--- src/hdl/umpc_pkg.sv ---
package umpc_pkg;

    // register word indices; printed offsets are not multiples of four, so byte address is index * 4
    localparam logic [6:0] IDX_RTS_SETUP  = 7'h25;
    localparam logic [6:0] IDX_CTS_SETUP  = 7'h26;
    localparam logic [6:0] IDX_DIR_SETUP  = 7'h27;
    localparam logic [6:0] IDX_TXT_SETUP  = 7'h28;
    localparam logic [6:0] IDX_GPIO_OUT   = 7'h30;
    localparam logic [6:0] IDX_PIN_STATE  = 7'h31;
    localparam int         ADDR_W         = 9;

    // field positions inside each 8-bit setting
    localparam int         PULLUP_BIT     = 7;
    localparam int         PULLDOWN_BIT   = 6;
    localparam logic [7:0] SETUP_RESET    = 8'h00;
    localparam logic [7:0] RTS_WMASK      = 8'hC7;
    localparam logic [7:0] OTHER_WMASK    = 8'hC3;
    localparam logic [3:0] GPIO_OUT_RESET = 4'h0;
    localparam logic [31:0] UNMAPPED_READ = 32'h0000_0000;

    // request-to-send pin function codes
    localparam logic [2:0] RTS_GPIN       = 3'h0;
    localparam logic [2:0] RTS_GPOUT_PP   = 3'h1;
    localparam logic [2:0] RTS_GPOUT_OD   = 3'h2;
    localparam logic [2:0] RTS_FUNC_OD    = 3'h3;
    localparam logic [2:0] RTS_FUNC_PP    = 3'h4;

    // two-bit pin function codes
    localparam logic [1:0] SEL_GPIN       = 2'h0;
    localparam logic [1:0] SEL_GPOUT_OD   = 2'h1;
    localparam logic [1:0] SEL_GPOUT_PP   = 2'h2;
    localparam logic [1:0] SEL_FUNC       = 2'h3;

    // drive style resolved from a setting
    typedef enum logic [1:0] {
        DRV_IN = 2'h0,
        DRV_OD = 2'h1,
        DRV_PP = 2'h2
    } umpc_drv_e;

    // one pin's resolved control: what to drive and how
    typedef struct packed {
        logic      out_val;
        logic      oe_n;
        logic      pull_up;
        logic      pull_down;
    } umpc_pin_s;

    // avalon slave response group
    typedef struct packed {
        logic        waitrequest;
        logic [31:0] readdata;
    } umpc_bus_s;

endpackage : umpc_pkg

--- src/hdl/umpc_pin_drive.sv ---
// resolves one pin's function, data and pulls into pad controls
module umpc_pin_drive (
    input  wire umpc_pkg::umpc_drv_e drv,
    input  wire logic                data,
    input  wire logic                pu_en,
    input  wire logic                pd_en,
    output umpc_pkg::umpc_pin_s      pin
);

    // pulls act only on inputs; pull-up beats pull-down
    always_comb begin
        pin.out_val   = 1'b1;
        pin.oe_n      = 1'b1;
        pin.pull_up   = 1'b0;
        pin.pull_down = 1'b0;
        case (drv)
            umpc_pkg::DRV_PP: begin
                pin.out_val = data;
                pin.oe_n    = 1'b0;
            end
            // open drain only ever drives low
            umpc_pkg::DRV_OD: begin
                pin.out_val = 1'b0;
                pin.oe_n    = data;
            end
            default: begin
                pin.pull_up   = pu_en;
                pin.pull_down = pd_en & ~pu_en;
            end
        endcase
    end

endmodule // umpc_pin_drive

--- src/hdl/umpc_top.sv ---
module umpc_top (
    input  wire logic        CLK,
    input  wire logic        SRST,
    input  wire logic [8:0]  AVS_ADDRESS,
    input  wire logic        AVS_READ,
    input  wire logic        AVS_WRITE,
    input  wire logic [31:0] AVS_WRITEDATA,
    input  wire logic [3:0]  AVS_BYTEENABLE,
    output logic [31:0]      AVS_READDATA,
    output logic             AVS_WAITREQUEST,
    input  wire logic        UART_RTS_N,
    input  wire logic        UART_TX_ACTIVE,
    input  wire logic        UART_HD_TX_EN,
    output logic             UART_CTS_N,
    input  wire logic [3:0]  PIN_IN,
    output logic [3:0]       PIN_OUT,
    output logic [3:0]       PIN_OE_N,
    output logic [3:0]       PIN_PULL_UP,
    output logic [3:0]       PIN_PULL_DOWN
);

    ////////////////////////////////////////////////////////////////////////////
    // state
    typedef struct packed {
        logic [7:0]          rts_setup;
        logic [7:0]          cts_setup;
        logic [7:0]          dir_setup;
        logic [7:0]          txt_setup;
        logic [3:0]          gpio_out;
        logic [3:0]          sync1;
        logic [3:0]          sync2;
        logic                act1;
        logic                act2;
        logic                act3;
        logic                toggle;
        umpc_pkg::umpc_bus_s bus;
        logic                bus_done;
        logic [3:0]          pad_out;
        logic [3:0]          pad_oe_n;
        logic [3:0]          pad_pu;
        logic [3:0]          pad_pd;
        logic                cts_n;
    } umpc_state_s;

    umpc_state_s          st_reg;
    umpc_state_s          st_next;
    umpc_pkg::umpc_drv_e  drv    [4];
    logic [3:0]           data;
    umpc_pkg::umpc_pin_s  pin    [4];
    logic [6:0]           idx;
    logic                 access;

    // merge byte lane 0 under the writable-bit mask
    function automatic logic [7:0] merge_byte(input logic [7:0] old, input logic [7:0] wd,
                                              input logic be, input logic [7:0] mask);
        merge_byte = be ? (wd & mask) : old;
    endfunction

    // decode a two-bit function select; code 11 is the pin's special function
    function automatic umpc_pkg::umpc_drv_e sel2_drv(input logic [1:0] sel,
                                                     input logic func_is_out);
        case (sel)
            umpc_pkg::SEL_GPOUT_OD: sel2_drv = umpc_pkg::DRV_OD;
            umpc_pkg::SEL_GPOUT_PP: sel2_drv = umpc_pkg::DRV_PP;
            umpc_pkg::SEL_FUNC:     sel2_drv = func_is_out ? umpc_pkg::DRV_PP : umpc_pkg::DRV_IN;
            default:                sel2_drv = umpc_pkg::DRV_IN;
        endcase
    endfunction

    assign idx    = AVS_ADDRESS[8:2];
    assign access = (AVS_READ | AVS_WRITE) & ~st_reg.bus_done;

    ////////////////////////////////////////////////////////////////////////////
    // pin function decode
    always_comb begin
        data = st_reg.gpio_out;
        case (st_reg.rts_setup[2:0])
            umpc_pkg::RTS_GPOUT_PP: drv[0] = umpc_pkg::DRV_PP;
            umpc_pkg::RTS_GPOUT_OD: drv[0] = umpc_pkg::DRV_OD;
            umpc_pkg::RTS_FUNC_OD: begin
                drv[0]  = umpc_pkg::DRV_OD;
                data[0] = UART_RTS_N;
            end
            umpc_pkg::RTS_FUNC_PP: begin
                drv[0]  = umpc_pkg::DRV_PP;
                data[0] = UART_RTS_N;
            end
            default: drv[0] = umpc_pkg::DRV_IN;
        endcase
        drv[1] = sel2_drv(st_reg.cts_setup[1:0], 1'b0);
        drv[2] = sel2_drv(st_reg.dir_setup[1:0], 1'b1);
        if (st_reg.dir_setup[1:0] == umpc_pkg::SEL_FUNC) begin
            data[2] = UART_HD_TX_EN;
        end
        drv[3] = sel2_drv(st_reg.txt_setup[1:0], 1'b1);
        if (st_reg.txt_setup[1:0] == umpc_pkg::SEL_FUNC) begin
            data[3] = st_reg.toggle;
        end
    end

    genvar g;
    generate
        for (g = 0; g < 4; g++) begin : g_pin
            umpc_pin_drive u_drive (
                .drv   (drv[g]),
                .data  (data[g]),
                .pu_en (g == 0 ? st_reg.rts_setup[umpc_pkg::PULLUP_BIT] :
                        g == 1 ? st_reg.cts_setup[umpc_pkg::PULLUP_BIT] :
                        g == 2 ? st_reg.dir_setup[umpc_pkg::PULLUP_BIT] :
                                 st_reg.txt_setup[umpc_pkg::PULLUP_BIT]),
                .pd_en (g == 0 ? st_reg.rts_setup[umpc_pkg::PULLDOWN_BIT] :
                        g == 1 ? st_reg.cts_setup[umpc_pkg::PULLDOWN_BIT] :
                        g == 2 ? st_reg.dir_setup[umpc_pkg::PULLDOWN_BIT] :
                                 st_reg.txt_setup[umpc_pkg::PULLDOWN_BIT]),
                .pin   (pin[g])
            );
        end
    endgenerate

    ////////////////////////////////////////////////////////////////////////////
    // next state
    always_comb begin
        st_next = st_reg;
        // pins and activity come from outside; two flops before use
        st_next.sync1 = PIN_IN;
        st_next.sync2 = st_reg.sync1;
        st_next.act1  = UART_TX_ACTIVE;
        st_next.act2  = st_reg.act1;
        st_next.act3  = st_reg.act2;
        // flip on each rising edge; edge taken past the synchroniser
        if (st_reg.act3 == 1'h0 && st_reg.act2 == 1'h1) begin
            st_next.toggle = ~st_reg.toggle;
        end
        for (int i = 0; i < 4; i++) begin
            st_next.pad_out[i]  = pin[i].out_val;
            st_next.pad_oe_n[i] = pin[i].oe_n;
            st_next.pad_pu[i]   = pin[i].pull_up;
            st_next.pad_pd[i]   = pin[i].pull_down;
        end
        // cts is the synced pad level, idle high when not routed
        st_next.cts_n = (st_reg.cts_setup[1:0] == umpc_pkg::SEL_FUNC) ? st_reg.sync2[1] : 1'b1;

        // one wait cycle, then answer; bus_done blocks a double take
        st_next.bus.waitrequest = 1'b1;
        st_next.bus_done        = 1'b0;
        if (access) begin
            st_next.bus.waitrequest = 1'b0;
            st_next.bus_done        = 1'b1;
            st_next.bus.readdata    = umpc_pkg::UNMAPPED_READ;
            if (AVS_WRITE) begin
                // reserved bits are masked so stray ones never land
                case (idx)
                    umpc_pkg::IDX_RTS_SETUP: st_next.rts_setup = merge_byte(st_reg.rts_setup,
                        AVS_WRITEDATA[7:0], AVS_BYTEENABLE[0], umpc_pkg::RTS_WMASK);
                    umpc_pkg::IDX_CTS_SETUP: st_next.cts_setup = merge_byte(st_reg.cts_setup,
                        AVS_WRITEDATA[7:0], AVS_BYTEENABLE[0], umpc_pkg::OTHER_WMASK);
                    umpc_pkg::IDX_DIR_SETUP: st_next.dir_setup = merge_byte(st_reg.dir_setup,
                        AVS_WRITEDATA[7:0], AVS_BYTEENABLE[0], umpc_pkg::OTHER_WMASK);
                    umpc_pkg::IDX_TXT_SETUP: st_next.txt_setup = merge_byte(st_reg.txt_setup,
                        AVS_WRITEDATA[7:0], AVS_BYTEENABLE[0], umpc_pkg::OTHER_WMASK);
                    umpc_pkg::IDX_GPIO_OUT: if (AVS_BYTEENABLE[0]) begin
                        st_next.gpio_out = AVS_WRITEDATA[3:0];
                    end
                    default: ;
                endcase
            end else begin
                case (idx)
                    umpc_pkg::IDX_RTS_SETUP: st_next.bus.readdata[7:0] = st_reg.rts_setup;
                    umpc_pkg::IDX_CTS_SETUP: st_next.bus.readdata[7:0] = st_reg.cts_setup;
                    umpc_pkg::IDX_DIR_SETUP: st_next.bus.readdata[7:0] = st_reg.dir_setup;
                    umpc_pkg::IDX_TXT_SETUP: st_next.bus.readdata[7:0] = st_reg.txt_setup;
                    umpc_pkg::IDX_GPIO_OUT:  st_next.bus.readdata[3:0] = st_reg.gpio_out;
                    umpc_pkg::IDX_PIN_STATE: st_next.bus.readdata[4:0] = {st_reg.toggle,
                                                                          st_reg.sync2};
                    default: ;
                endcase
            end
        end

        if (SRST) begin
            st_next                 = '0;
            st_next.rts_setup       = umpc_pkg::SETUP_RESET;
            st_next.cts_setup       = umpc_pkg::SETUP_RESET;
            st_next.dir_setup       = umpc_pkg::SETUP_RESET;
            st_next.txt_setup       = umpc_pkg::SETUP_RESET;
            st_next.gpio_out        = umpc_pkg::GPIO_OUT_RESET;
            st_next.pad_out         = 4'hF;
            st_next.pad_oe_n        = 4'hF;
            st_next.cts_n           = 1'b1;
            st_next.bus.waitrequest = 1'b1;
        end
    end

    // single state register
    always_ff @(posedge CLK) begin
        st_reg <= st_next;
    end

    assign AVS_READDATA    = st_reg.bus.readdata;
    assign AVS_WAITREQUEST = st_reg.bus.waitrequest;
    assign UART_CTS_N      = st_reg.cts_n;
    assign PIN_OUT         = st_reg.pad_out;
    assign PIN_OE_N        = st_reg.pad_oe_n;
    assign PIN_PULL_UP     = st_reg.pad_pu;
    assign PIN_PULL_DOWN   = st_reg.pad_pd;
endmodule // umpc_top

--- config.mk ---
export PLATFORM = sky130hd
export DESIGN_NAME = umpc_top
export DESIGN_NICKNAME = d
export VERILOG_FILES = /design/src/hdl/umpc_pkg.sv /design/src/hdl/umpc_pin_drive.sv /design/src/hdl/umpc_top.sv
export SDC_FILE = /design/constraint.sdc
export NUM_CORES = 1
export LEC_CHECK = 0
export ABC_AREA = 0
export ABC_CLOCK_PERIOD_IN_PS = 1800
export BUFFER_PORTS_ARGS = -buffer_cell sky130_fd_sc_hd__buf_2
export CORE_MARGIN = 2
export CORE_UTILIZATION = 40
export CTS_CLUSTER_SIZE = 10
export DETAILED_ROUTE_END_ITERATION = 8
export GPL_ROUTABILITY_DRIVEN = 0
export HOLD_SLACK_MARGIN = 0.02
export PLACE_DENSITY = 0.78
export SETUP_SLACK_MARGIN = 0.2
export SYNTH_ARGS = -nofsm -noshare
export SYNTH_HDL_FRONTEND = slang
export SYNTH_SLANG_ARGS = --single-unit
--- constraint.sdc ---
create_clock -name CLK -period 1.8 [get_ports CLK]
set_clock_uncertainty 0.05 [all_clocks]
set_input_delay 0.36 -clock CLK [delete_from_list [all_inputs] [get_ports CLK]]
set_output_delay 0.36 -clock CLK [all_outputs]
set_load 0.01 [all_outputs]
==> flow_summary.toml <==
[floorplanning]
ioPinCount = 106
die_h_um = 86.7
die_w_um = 86.7
start_util_pct = 40.7
core_area_sq_mm = 0.00672
rows = 30
dieArea_sq_mm = 0.00751

[logic_synthesis]
synth_edf_count = 0
synthDistinctLibCells = 48
synth_top_family_by_area = "simple AND/OR/NAND/NOR gates"
synth_top_area_cell = "dfxtp_1"
synth.most_common_cell = "dfxtp_1"
ys.flop_type = "dfxtp_1"
synth_top_area_share_pct = 43.2
postSynthCellCount = 283
synth_simple_gate_area_share_pct = 22.5
synth-seq-cells = 59
synth-compound-area-share_pct = 8.33
synth_area_per_cell_sq_um = 9.66
synthAdderAreaFrac_pct = 0
syn_area_sq_mm = 0.00273
muxShareOfSynthArea_pct = 9.39
yosysWarnings = 0
synth_xor_area_share_pct = 0.641
synth-async-reset-ratio_pct = 0
synth.area.top_cells = "dfxtp_1 (43%), buf_4 (13%), mux2i_1 (7.3%)"
synth_common_cells = "dfxtp_1 (59), buf_4 (49), nor2_1 (27)"
synth_sequential_area_ratio_pct = 43.2

[sta]
fin_ws_ns = 0.325
fin_setup_tns_ns = 0
maxSlewViolCount = 0
min_period_over_period_pct = 82.0
period_needed_ns = 1.48
fmax_mhz = 678
rsz0062_at_grt = "false"
setup_viol = 0
final_hold_viol_count = 0

[power_and_ir_drop]
p_switching_uw = 626
p_leak_uw = 0.00134
p_sw_share_pct = 22.5
comb_power_share_pct = 5.7
power_frac_seq_pct = 47.9
vdd_drop_max_v = 0.000517
pwr-share-clk_pct = 46.3
power_uw = 2780
p_per_area_mw_per_mm2 = 930
p_int_uw = 2150

[cells_and_area]
nFillCells = 646
final_layout_size_suffix_gt1_share_pct = 26.8
areaGrowthSynthToFinish_pct = 9.20
design_area_sq_mm = 0.00298
diodes = 0
final_nets = 368
stdcell_count = 397
largest_reg_flops = 33

[drt]
drt_iter0_markers = 166
via_per_inst = 4.89
num_vias = 1941
routed_wl_mm = 5.31
wl_per_cell_um = 13.4
drt-pass1-iter-count = 4
ant_nets = 0
drc = 0

[placement]
hpwlAfterDp_mm = 3.94
pre_cts_slack_ns = 0.0559
dp_cells = 380
port_buffers = 49
place_area_sq_mm = 0.00277

[clocking]
cts_root_buffer = "clkbuf_8"
clock_latency_ns = 0.34
clk_pin_slew_ns = 0.07
clockBufferDepth = 2
clock-sinks = 59
cts_buffers = 9
cts_tree = "yes"
cts_max_level = 3
cts_hold_buf = 0

[critical_path]
r2r_cells = 4
crit_path_end = "st_reg[82]"
r2r_slack_ns = 0.32
worstPathRequired_ns = 1.96
cp_max_fo = 5
crit_type = "flop to flop"
timing.rr.start = "st_reg[17]"
worstReg2RegEnd = "st_reg[82]"
startpoint_type = "flop"
max_stage_delay_ns = 0.36
worst_setup_path_end_kind = "flop"
cp_slowest_cell = "dfxtp_1"
crit_path_start = "st_reg[17]"
crit_arrival_ns = 1.64
crit_path_cell_trace = "and3b_2 > and4_2 > mux2i_1 > nor2_1"

[global_route]
grt_usage_pct = 15.3
grt_max_degree = 39
grt_pass1_vias = 1787
grt_pass1_wl_mm = 8.65
antenna_found_initial = 0
grt_remaining_overflow = 0

[hold_path]
min_path_type = "primary input to flop"
hold_depth = 2

[flow_run]
maxCapViolCount = 0

[run_status]
status = "completed"
[cells by family (layout without fill, tap and decap cells)]
family	count (synthesis)	in the layout
simple gates	103	103
buf+inv	61	71
other cells	1	25
xor+xnor	2	2
compound gates	32	32
flops	59	59
mux	25	25
[cells in the final DEF (no fill, tap or decap), types with 3 or more instances in the layout]
cell      count
and2_1        3
o21bai_1      4
nand2_1      13
clkbuf_8      9
mux2i_1      20
o21ai_1       3
nor2b_1      21
nor4b_1       3
a22o_1        3
o21ai_0       3
nand4_1       3
a22oi_1       6
nor3b_1       3
nand2b_1      4
buf_4         4
conb_1       25
nor2_1       27
mux2_2        5
buf_2        49
dfxtp_1      59
clkinv_2      4
a21oi_1       5
nand3_1       6
[worst min-delay path by stage]
stage	start	slack [ns]	endpoint
global placement	st_reg[61]	0.37	st_reg[57]
finish	PIN_IN[2]	0.18	st_reg[61]
global route	PIN_IN[3]	0.17	st_reg[62]
floorplan	st_reg[83]	0.35	UART_CTS_N
CTS	PIN_IN[2]	0.16	st_reg[61]
detailed placement	st_reg[61]	0.37	st_reg[57]
[cell type report]
cell class	instances	area (sq um)	area share, %
flip-flops and latches	59	1180	39.6
clock buffers	10	128	4.28
well taps	80	100	3.35
repair buffers	53	275	9.22
multi-input cells	187	1210	40.6
clock inverters	6	80.1	2.68
inverters	2	7.51	0.252
[what timing repair did]
item,4_1_cts,5_1_grt
pin swaps,0,1
endpoints found under the setup margin,1,6
buffers inserted,0,1
resized for setup,1,1
[layer usage]
| metal | part of all wire, % | wire (um) | global-route usage (%) |
|---|---|---|---|
| met5 | 0 | 0 | 0 |
| met4 | 2.4 | 127 | 8.38 |
| met3 | 7.1 | 377 | 5.33 |
| met2 | 45 | 2390 | 22.9 |
| met1 | 46 | 2420 | 19.2 |
[critical path: cells and delay by family (launching register included)]
family	cells	cell delay, ns
muxes	1	0.22
and+or+nand+nor	3	0.72
DFF	1	0.36
[metrics by stage]
stage                     hold slack, ns  util, %
after floorplan                    0.352        -
after CTS                          0.161     44.3
after global routing               0.168     44.4
after detailed placement           0.372     41.2
final                              0.179     44.4
after global placement             0.367     41.2
[power by group through the flow]
stage | registers [uW] | logic [uW] | clock network [uW]
6_report | 1330 | 159 | 1290
4_1_cts | 1330 | 157 | 1310
3_5_place_dp | 1360 | 157 | 0
2_1_floorplan | 1360 | 142 | 0
5_1_grt | 1330 | 176 | 1380
3_3_place_gp | 1360 | 154 | 0
Note: power is estimated with default switching activity, not from simulation.
